### config.mk
export PLATFORM = sky130hd
export DESIGN_NAME = rsi_status
export DESIGN_NICKNAME = d
export VERILOG_FILES = /design/src/rsi_pkg.sv /design/src/rsi_status.sv
export SDC_FILE = /design/constraint.sdc
export NUM_CORES = 1
export LEC_CHECK = 0
export ABC_AREA = 0
export BUFFER_PORTS_ARGS = -buffer_cell sky130_fd_sc_hd__clkbuf_2
export CAP_MARGIN = 15
export CORE_ASPECT_RATIO = 0.6
export CORE_MARGIN = 1
export CORE_UTILIZATION = 49
export DETAILED_ROUTE_END_ITERATION = 7
export PLACE_DENSITY = 0.89
export SLEW_MARGIN = 20
export SYNTH_ARGS = -nofsm -noshare
export SYNTH_HDL_FRONTEND = slang
export SYNTH_SLANG_ARGS = --single-unit
### constraint.sdc
create_clock -name REF_CLK -period 2 [get_ports REF_CLK]
set_input_delay 0 -clock REF_CLK [delete_from_list [all_inputs] [get_ports REF_CLK]]
set_output_delay 0 -clock REF_CLK [all_outputs]
set_load 0.01 [all_outputs]
### src/rsi_pkg.sv
// Shared constants, types and register map for the repeater status indicator logic.
package rsi_pkg;

    // Clock rate and blink timing.
    localparam int unsigned CLK_HZ           = 10_000_000;
    localparam int unsigned BLINK_HALF_MS    = 500;
    localparam int unsigned BLINK_HALF_CYC   = BLINK_HALF_MS * (CLK_HZ / 1000);
    localparam int unsigned BLINK_CNT_W      = 23;

    // APB register byte addresses.
    localparam logic [7:0]  ADDR_CTRL        = 8'h00;
    localparam logic [7:0]  ADDR_STATUS      = 8'h04;
    localparam logic [7:0]  ADDR_INDICATORS  = 8'h08;

    // Control register field positions and reset value.
    localparam int unsigned CTRL_REDUN_BIT   = 0;
    localparam int unsigned CTRL_SUP2_BIT    = 1;
    localparam int unsigned CTRL_SUP3_BIT    = 2;
    localparam logic [2:0]  CTRL_RESET       = 3'h0;

    // Status register field positions.
    localparam int unsigned STAT_INPUTS_LSB  = 0;
    localparam int unsigned STAT_FAULT_BIT   = 16;
    localparam int unsigned STAT_RED_BIT     = 17;
    localparam int unsigned STAT_REDPORT_BIT = 18;

    // Indicator register field positions, two bits each, plus the single blink flag bit.
    localparam int unsigned IND_SYS_LSB      = 0;
    localparam int unsigned IND_SUP1_LSB     = 2;
    localparam int unsigned IND_SUP2_LSB     = 4;
    localparam int unsigned IND_RING_LSB     = 6;
    localparam int unsigned IND_PORT1_LSB    = 8;
    localparam int unsigned IND_PORT2_LSB    = 10;
    localparam int unsigned IND_PORT3_LSB    = 12;
    localparam int unsigned IND_BLINK_BIT    = 14;

    // Colour code driven to each indicator.
    typedef enum logic [1:0] {
        LED_OFF    = 2'b00,
        LED_GREEN  = 2'b01,
        LED_YELLOW = 2'b10,
        LED_RED    = 2'b11
    } rsi_led_t;

    // Monitored inputs after synchronisation.
    typedef struct packed {
        logic feed_one_ok;
        logic feed_two_ok;
        logic internal_err;
        logic port1_data_ch1;
        logic port1_data_ch2;
        logic port2_power_ok;
        logic port2_data;
        logic port3_power_ok;
        logic port3_data;
        logic ring_fault;
        logic ring_conflict;
    } rsi_inputs_t;

    localparam int unsigned INPUTS_W         = $bits(rsi_inputs_t);

    // Installer switches held in the control register.
    typedef struct packed {
        logic port3_report_suppress_switch;
        logic port2_report_suppress_switch;
        logic redundancy_enable_switch;
    } rsi_ctrl_t;

endpackage

### src/rsi_status.sv
// Top module: indicator decoding, fault relay and APB register access.
`timescale 1ns/100ps
module rsi_status #(
    parameter int unsigned BLINK_HALF = rsi_pkg::BLINK_HALF_CYC
) (
    input  wire logic        REF_CLK,
    input  wire logic        RESET,
    input  wire logic        FEED_ONE_OK,
    input  wire logic        FEED_TWO_OK,
    input  wire logic        INTERNAL_ERR,
    input  wire logic        PORT1_DATA_CH1,
    input  wire logic        PORT1_DATA_CH2,
    input  wire logic        PORT2_POWER_OK,
    input  wire logic        PORT2_DATA,
    input  wire logic        PORT3_POWER_OK,
    input  wire logic        PORT3_DATA,
    input  wire logic        RING_FAULT,
    input  wire logic        RING_CONFLICT,
    input  wire logic        PSEL,
    input  wire logic        PENABLE,
    input  wire logic        PWRITE,
    input  wire logic [7:0]  PADDR,
    input  wire logic [31:0] PWDATA,
    output logic      [31:0] PRDATA,
    output logic             PREADY,
    output logic             PSLVERR,
    output logic      [1:0]  SYSTEM_INDICATOR,
    output logic      [1:0]  SUPPLY_ONE_INDICATOR,
    output logic      [1:0]  SUPPLY_TWO_INDICATOR,
    output logic      [1:0]  RING_MANAGER_INDICATOR,
    output logic      [1:0]  PORT1_ACTIVITY_INDICATOR,
    output logic      [1:0]  PORT2_ACTIVITY_INDICATOR,
    output logic      [1:0]  PORT3_ACTIVITY_INDICATOR,
    output logic             REDUNDANT_PORT_ACTIVE,
    output logic             RELAY_CLOSED
);

    // Two-stage synchroniser for all monitored pin inputs; only stage two feeds logic.
    rsi_pkg::rsi_inputs_t  pins_w;
    rsi_pkg::rsi_inputs_t  sync1_ff;
    rsi_pkg::rsi_inputs_t  in_ff;

    assign pins_w = '{feed_one_ok:    FEED_ONE_OK,
                      feed_two_ok:    FEED_TWO_OK,
                      internal_err:   INTERNAL_ERR,
                      port1_data_ch1: PORT1_DATA_CH1,
                      port1_data_ch2: PORT1_DATA_CH2,
                      port2_power_ok: PORT2_POWER_OK,
                      port2_data:     PORT2_DATA,
                      port3_power_ok: PORT3_POWER_OK,
                      port3_data:     PORT3_DATA,
                      ring_fault:     RING_FAULT,
                      ring_conflict:  RING_CONFLICT};

    always_ff @(posedge REF_CLK) begin
        if (RESET) begin
            sync1_ff <= '0;
            in_ff    <= '0;
        end else begin
            sync1_ff <= pins_w;
            in_ff    <= sync1_ff;
        end
    end

    // Control register, written by software in place of the DIL switches.
    rsi_pkg::rsi_ctrl_t    ctrl_ff;
    rsi_pkg::rsi_ctrl_t    nxt_ctrl;

    // Blink phase for the ring indicator; counts only while a conflict is shown,
    // so the first blink period always starts with the lamp lit.
    localparam int unsigned          BLINK_CNT_W = rsi_pkg::BLINK_CNT_W;
    logic [rsi_pkg::BLINK_CNT_W-1:0] blink_cnt_ff;
    logic [rsi_pkg::BLINK_CNT_W-1:0] nxt_blink_cnt;
    logic                            blink_on_ff;
    logic                            nxt_blink_on;
    logic                            blink_wrap_w;

    // Condition decode.
    logic      feed_one_low_w;
    logic      feed_two_low_w;
    logic      one_feed_w;
    logic      power_lost_w;
    logic      port2_missing_w;
    logic      port3_missing_w;
    logic      port2_report_w;
    logic      port3_report_w;
    logic      ring_blink_w;
    logic      fault_w;
    logic      red_w;

    assign feed_one_low_w  = !in_ff.feed_one_ok;
    assign feed_two_low_w  = !in_ff.feed_two_ok;
    assign one_feed_w      = in_ff.feed_one_ok ^ in_ff.feed_two_ok;
    assign power_lost_w    = feed_one_low_w && feed_two_low_w;
    assign port2_missing_w = !in_ff.port2_power_ok && !in_ff.port2_data;
    assign port3_missing_w = !in_ff.port3_power_ok && !in_ff.port3_data;
    assign port2_report_w  = port2_missing_w
                             && !ctrl_ff.port2_report_suppress_switch;
    assign port3_report_w  = port3_missing_w
                             && !ctrl_ff.port3_report_suppress_switch;
    assign ring_blink_w    = ctrl_ff.redundancy_enable_switch
                             && in_ff.ring_conflict;

    // One OR for the relay; red drops the total power loss and internal error terms,
    // where the real lamp would be dark anyway.
    assign fault_w = one_feed_w || feed_one_low_w || feed_two_low_w
                     || port2_report_w || port3_report_w
                     || ring_blink_w || in_ff.internal_err;
    assign red_w   = one_feed_w || port2_report_w || port3_report_w
                     || ring_blink_w;

    // Indicator colour decode.
    rsi_pkg::rsi_led_t sys_w;
    rsi_pkg::rsi_led_t sup1_w;
    rsi_pkg::rsi_led_t sup2_w;
    rsi_pkg::rsi_led_t ring_w;
    rsi_pkg::rsi_led_t port1_w;
    rsi_pkg::rsi_led_t port2_w;
    rsi_pkg::rsi_led_t port3_w;
    logic              redport_w;

    assign sys_w   = (power_lost_w || in_ff.internal_err) ? rsi_pkg::LED_OFF :
                     red_w ? rsi_pkg::LED_RED : rsi_pkg::LED_GREEN;
    assign sup1_w  = in_ff.feed_one_ok ? rsi_pkg::LED_GREEN : rsi_pkg::LED_OFF;
    assign sup2_w  = in_ff.feed_two_ok ? rsi_pkg::LED_GREEN : rsi_pkg::LED_OFF;
    assign ring_w  = !ctrl_ff.redundancy_enable_switch ? rsi_pkg::LED_OFF :
                     in_ff.ring_conflict ?
                         (blink_on_ff ? rsi_pkg::LED_YELLOW : rsi_pkg::LED_OFF) :
                     in_ff.ring_fault ? rsi_pkg::LED_YELLOW :
                     rsi_pkg::LED_GREEN;
    assign redport_w = ctrl_ff.redundancy_enable_switch && in_ff.ring_fault
                       && !in_ff.ring_conflict;
    assign port1_w = (in_ff.port1_data_ch1 || in_ff.port1_data_ch2) ?
                     rsi_pkg::LED_YELLOW : rsi_pkg::LED_OFF;
    // Data traffic is shown in preference to the power-good green; one decode
    // serves both optical ports so they can never drift apart.
    function automatic rsi_pkg::rsi_led_t port_lamp(input logic data, input logic power_ok);
        port_lamp = data ? rsi_pkg::LED_YELLOW :
                    power_ok ? rsi_pkg::LED_GREEN : rsi_pkg::LED_OFF;
    endfunction

    assign port2_w = port_lamp(in_ff.port2_data, in_ff.port2_power_ok);
    assign port3_w = port_lamp(in_ff.port3_data, in_ff.port3_power_ok);

    // Blink counter next state.
    assign blink_wrap_w  = (blink_cnt_ff == BLINK_CNT_W'(BLINK_HALF - 1));
    assign nxt_blink_cnt = (!ring_blink_w || blink_wrap_w) ? '0 :
                           blink_cnt_ff + 1'b1;
    assign nxt_blink_on  = !ring_blink_w ? 1'b1 :
                           blink_wrap_w ? !blink_on_ff : blink_on_ff;

    always_ff @(posedge REF_CLK) begin
        if (RESET) begin
            blink_cnt_ff <= '0;
            blink_on_ff  <= 1'b1;
        end else begin
            blink_cnt_ff <= nxt_blink_cnt;
            blink_on_ff  <= nxt_blink_on;
        end
    end

    // Output registers; during reset all lamps are dark and the relay is open.
    always_ff @(posedge REF_CLK) begin
        if (RESET) begin
            SYSTEM_INDICATOR         <= rsi_pkg::LED_OFF;
            SUPPLY_ONE_INDICATOR     <= rsi_pkg::LED_OFF;
            SUPPLY_TWO_INDICATOR     <= rsi_pkg::LED_OFF;
            RING_MANAGER_INDICATOR   <= rsi_pkg::LED_OFF;
            PORT1_ACTIVITY_INDICATOR <= rsi_pkg::LED_OFF;
            PORT2_ACTIVITY_INDICATOR <= rsi_pkg::LED_OFF;
            PORT3_ACTIVITY_INDICATOR <= rsi_pkg::LED_OFF;
            REDUNDANT_PORT_ACTIVE    <= 1'b0;
            RELAY_CLOSED             <= 1'b0;
        end else begin
            SYSTEM_INDICATOR         <= sys_w;
            SUPPLY_ONE_INDICATOR     <= sup1_w;
            SUPPLY_TWO_INDICATOR     <= sup2_w;
            RING_MANAGER_INDICATOR   <= ring_w;
            PORT1_ACTIVITY_INDICATOR <= port1_w;
            PORT2_ACTIVITY_INDICATOR <= port2_w;
            PORT3_ACTIVITY_INDICATOR <= port3_w;
            REDUNDANT_PORT_ACTIVE    <= redport_w;
            RELAY_CLOSED             <= !fault_w;
        end
    end

    // APB decode. The answer is prepared in the setup cycle, so every access
    // completes in its first access cycle with registered read data.
    logic        setup_w;
    logic        access_w;
    logic        hit_ctrl_w;
    logic        hit_stat_w;
    logic        hit_ind_w;
    logic        mapped_w;
    logic [31:0] rd_mux_w;
    logic [31:0] stat_w;
    logic [31:0] ind_w;

    assign setup_w    = PSEL && !PENABLE;
    assign access_w   = PSEL && PENABLE && PREADY;
    assign hit_ctrl_w = (PADDR == rsi_pkg::ADDR_CTRL);
    assign hit_stat_w = (PADDR == rsi_pkg::ADDR_STATUS);
    assign hit_ind_w  = (PADDR == rsi_pkg::ADDR_INDICATORS);
    assign mapped_w   = hit_ctrl_w || hit_stat_w || hit_ind_w;

    assign stat_w = 32'(in_ff) << rsi_pkg::STAT_INPUTS_LSB
                  | 32'(!RELAY_CLOSED) << rsi_pkg::STAT_FAULT_BIT
                  | 32'(SYSTEM_INDICATOR == rsi_pkg::LED_RED) << rsi_pkg::STAT_RED_BIT
                  | 32'(REDUNDANT_PORT_ACTIVE) << rsi_pkg::STAT_REDPORT_BIT;
    assign ind_w  = 32'(SYSTEM_INDICATOR)         << rsi_pkg::IND_SYS_LSB
                  | 32'(SUPPLY_ONE_INDICATOR)     << rsi_pkg::IND_SUP1_LSB
                  | 32'(SUPPLY_TWO_INDICATOR)     << rsi_pkg::IND_SUP2_LSB
                  | 32'(RING_MANAGER_INDICATOR)   << rsi_pkg::IND_RING_LSB
                  | 32'(PORT1_ACTIVITY_INDICATOR) << rsi_pkg::IND_PORT1_LSB
                  | 32'(PORT2_ACTIVITY_INDICATOR) << rsi_pkg::IND_PORT2_LSB
                  | 32'(PORT3_ACTIVITY_INDICATOR) << rsi_pkg::IND_PORT3_LSB
                  | 32'(ring_blink_w)             << rsi_pkg::IND_BLINK_BIT;
    assign rd_mux_w = hit_ctrl_w ? 32'(ctrl_ff) :
                      hit_stat_w ? stat_w :
                      hit_ind_w  ? ind_w : 32'h0000_0000;

    // Writes land only at the completing edge; the read-only words ignore them.
    assign nxt_ctrl = (access_w && PWRITE && hit_ctrl_w) ?
                      rsi_pkg::rsi_ctrl_t'(PWDATA[2:0]) : ctrl_ff;

    always_ff @(posedge REF_CLK) begin
        if (RESET) begin
            ctrl_ff <= rsi_pkg::rsi_ctrl_t'(rsi_pkg::CTRL_RESET);
            PREADY  <= 1'b0;
            PSLVERR <= 1'b0;
            PRDATA  <= 32'h0000_0000;
        end else begin
            ctrl_ff <= nxt_ctrl;
            PREADY  <= setup_w;
            PSLVERR <= setup_w && !mapped_w;
            PRDATA  <= setup_w ? rd_mux_w : 32'h0000_0000;
        end
    end
endmodule // rsi_status

==> impl_results.md <==
* Outcome: finished clean
* Final setup viols at 0
* Number of synthesized flops with an enable pin at 0
* Crit path kind: register to register
* Postcts setup bufs at 0
* Row cnt at 21
* Worst skew pair latency at 0.36 ns
* CP endpoint kind: register
* Root Buffer: clkbuf_8
* # placed instances at 438
* Post-synth top flop: dfxtp_1
* Pre-CTS WS at 0.176 ns
* Clk_skew at roughly 0.009 ns
* Required @ worst endpoint at 2.24 ns
* Maximum vdd drop at 348 µV
* Max-Cap Viols at 0
* Ports at 106
* Synthesis-to-finish area growth at 23.5%
* Slew at the pin closest to its max-slew limit at 0.651 ns
* Hold slack final at 0.0692 ns
* Crit share post-route at between 90 and 100%
* Vias per cell at between 5 and 6
* Critical Path AT at 2.08 ns
* Cells along the critical path: ha_1 > and3_1 > nand3_1 > o31ai_4 > buf_4 > a21oi_1
* Yosys top cell by area: dfxtp_1
* Cell family with most CP delay: compound AO/OA/AOI/OAI gates
* Post-synth cell types at 43
* Worst-path clk slew at 0.09 ns
* DRT iter0 DRCs at 269
* 1st-pass router iterations at 4
* Core region area at 0.00581 mm²
* Min-delay worst type: primary input to register
* CP Max Fanout at 8
* Largest net degree at the start of global routing at 40
* CP startpoint kind: register
* Final nets at roughly 450
* Synthesized flop and latch total at 82
* DRC at 0
* FFs w/ async S/R, synth at 0%
* Non-Filler Instances at roughly 470
* Fin. Hold Viols at 0
* Avg Inst Size Synth at a little over 10 µm²
* Cell with the most instances after synthesis: dfxtp_1
* Die H at 63.2 µm
* Count of pins over their slew limit at 0
* Final WS setup at approximately 0.16 ns
* Inserted Diodes at 0
* Total GRT Usage at between 20% and 30%
* First-pass GRT wire length at about 11 mm
* Sequential area share after synthesis at 53.6%
* YS warnings at 0
* GP Congestion at 0.855
* Initial antenna violation count at 0
* Setup repair after global routing missed its margin: false
* Share of Yosys cell area claimed by the top area cell type at 53.6%
* Relative slew slack at 56.5%
* Synthesized cell area at between 0.003 and 0.004 mm²
* Top post-synthesis cells by area: dfxtp_1, nor2b_1, buf_4, nor2_1, and3_1
* Die area at 0.00658 mm²
* GRT Residual Overflow at 0
* Max Freq at 542 MHz
* Fin crit period at approximately 1.8 ns
* Design area at ~0.0038 mm²
* Vias in the first global route at 2243
* DP HPWL at roughly 4.7 mm
* Placed inst area at 0.00339 mm²
* Proportion of layout cells with a drive suffix above 1 at about 24%
* CTS buffer count at 9
* Leakage at approximately 1.6 nW
* Top cells by count, synth: dfxtp_1, nor2_1, nor2b_1
* Die width at 104 µm
* Buf+Inv Stages, Crit Path at 1
* Final wirelength at 6.71 mm
* Synth Instances at 304
* TritonCTS clock tree: yes
* H-tree levels at 3
* CP max stage cell: o31ai_4
* Initial core utilization at a little over half
* Max incr delay on CP at 0.42 ns
* PortBufs at between 50 and 60
* Sink Count at 82
* Routed Antenna Nets at 0
* Mean routed wirelength per cell at 14.2 µm
* TNS Setup at 0 ns
* Worst-case clock buffer depth at 2
* Via count at 2413
* Pwr dens at 776 mW/mm²
[logic make-up (layout without fill, tap and decap cells)]
group / count (synthesis) / in the layout / share of synthesized area [%]
buf+inv: 34 / 108 / 6.90
compound gates: 30 / 30 / 6.66
other cells: 1 / 17 / 0.122
xor+xnor: 12 / 12 / 3.43
flops: 82 / 82 / 53.6
simple gates: 135 / 135 / 25.8
fa+ha+maj: 3 / 3 / 1.23
mux: 7 / 7 / 2.29
[layout make-up]
type	count	area, µm²
Sequential cell	82	1640
Clock buffer	9	124
Tap cell	80	100
Multi-Input combinational cell	204	1280
Timing Repair Buffer	87	556
Fill cell	460	2020
Clock inverter	7	60.1
Inverter	5	18.8
[repair_timing]
item | in CTS | in global routing
hold buffers | 19 | 2
endpoints found under the hold margin | 16 | 1
endpoints found under the setup margin | 0 | 2
gates resized for setup | 0 | 3
[routing by layer]
layer	track usage [%]	part of all wire, %
met1	27.9	45
met2	34.7	46
met3	5.80	8.2
met4	10.0	1.3
met5	0	0
[registers in the layout, indices dropped and copies added (netlist names), 2 cells and up]
register and cells:
PORT3_ACTIVITY_INDICATOR 2, blink_cnt_ff 23, PRDATA 18, RING_MANAGER_INDICATOR 2
sync1_ff 11, PORT2_ACTIVITY_INDICATOR 2, ctrl_ff 3, SYSTEM_INDICATOR 2
in_ff 11
[final timing paths]
kind	startpoint	to	slack, ns	cells after the start
worst max-delay path	blink_cnt_ff[0]$_SDFF_PP0_	blink_cnt_ff[21]$_SDFF_PP0_	0.16	6
worst min-delay path	PADDR[1]	PRDATA[7]$_SDFF_PP0_	0.07	4
worst max register to register	blink_cnt_ff[0]$_SDFF_PP0_	blink_cnt_ff[21]$_SDFF_PP0_	0.16	6
worst min register to register	RELAY_CLOSED$_SDFF_PP0_	PRDATA[16]$_SDFF_PP0_	0.43	1
[through the flow]
stage                     util (%)  power [mW]
after floorplan                  -        1.80
after global placement        58.3        1.82
after detailed placement      58.3        1.83
after CTS                     64.7        2.94
after global routing          65.2        3.04
final                         65.2        2.93
[cell usage in the layout (no fill, tap or decap), types with 4 or more instances in the layout]
master | synthesis | routed
dlygate4sd3_1 | 0 | 20
nand2_1 | 11 | 11
nand4_1 | 7 | 7
o21ai_0 | 5 | 5
clkbuf_8 | 0 | 9
nor2_1 | 33 | 32
buf_4 | 19 | 8
nor3_1 | 5 | 5
a22oi_1 | 4 | 4
dfxtp_1 | 82 | 82
and3_1 | 12 | 12
nand3_1 | 7 | 7
a21oi_1 | 11 | 11
xnor2_1 | 4 | 4
inv_1 | 5 | 5
nor2b_1 | 28 | 28
mux2i_1 | 7 | 7
and2_1 | 4 | 4
clkbuf_2 | 0 | 59
conb_1 | 1 | 17
or3_1 | 6 | 6
xor2_1 | 8 | 8
[worst reg2reg max path, cell delays in order, from the launching register on]
cell	delay (ns)
dfxtp_1	0.41
ha_1	0.21
and3_1	0.20
nand3_1	0.22
o31ai_4	0.42
buf_4	0.23
a21oi_1	0.05
[power by group]
| part | leakage [nW] | total (mW) | internal (mW) | switching (mW) |
|---|---|---|---|---|
| registers | 0.666 | 1.68 | 1.66 | 0.0164 |
| logic | 0.839 | 0.149 | 0.0744 | 0.0748 |
| clock network | 0.0965 | 1.11 | 0.474 | 0.636 |
| total | 1.60 | 2.93 | 2.21 | 0.727 |
Note: power is estimated with default switching activity, not from simulation.
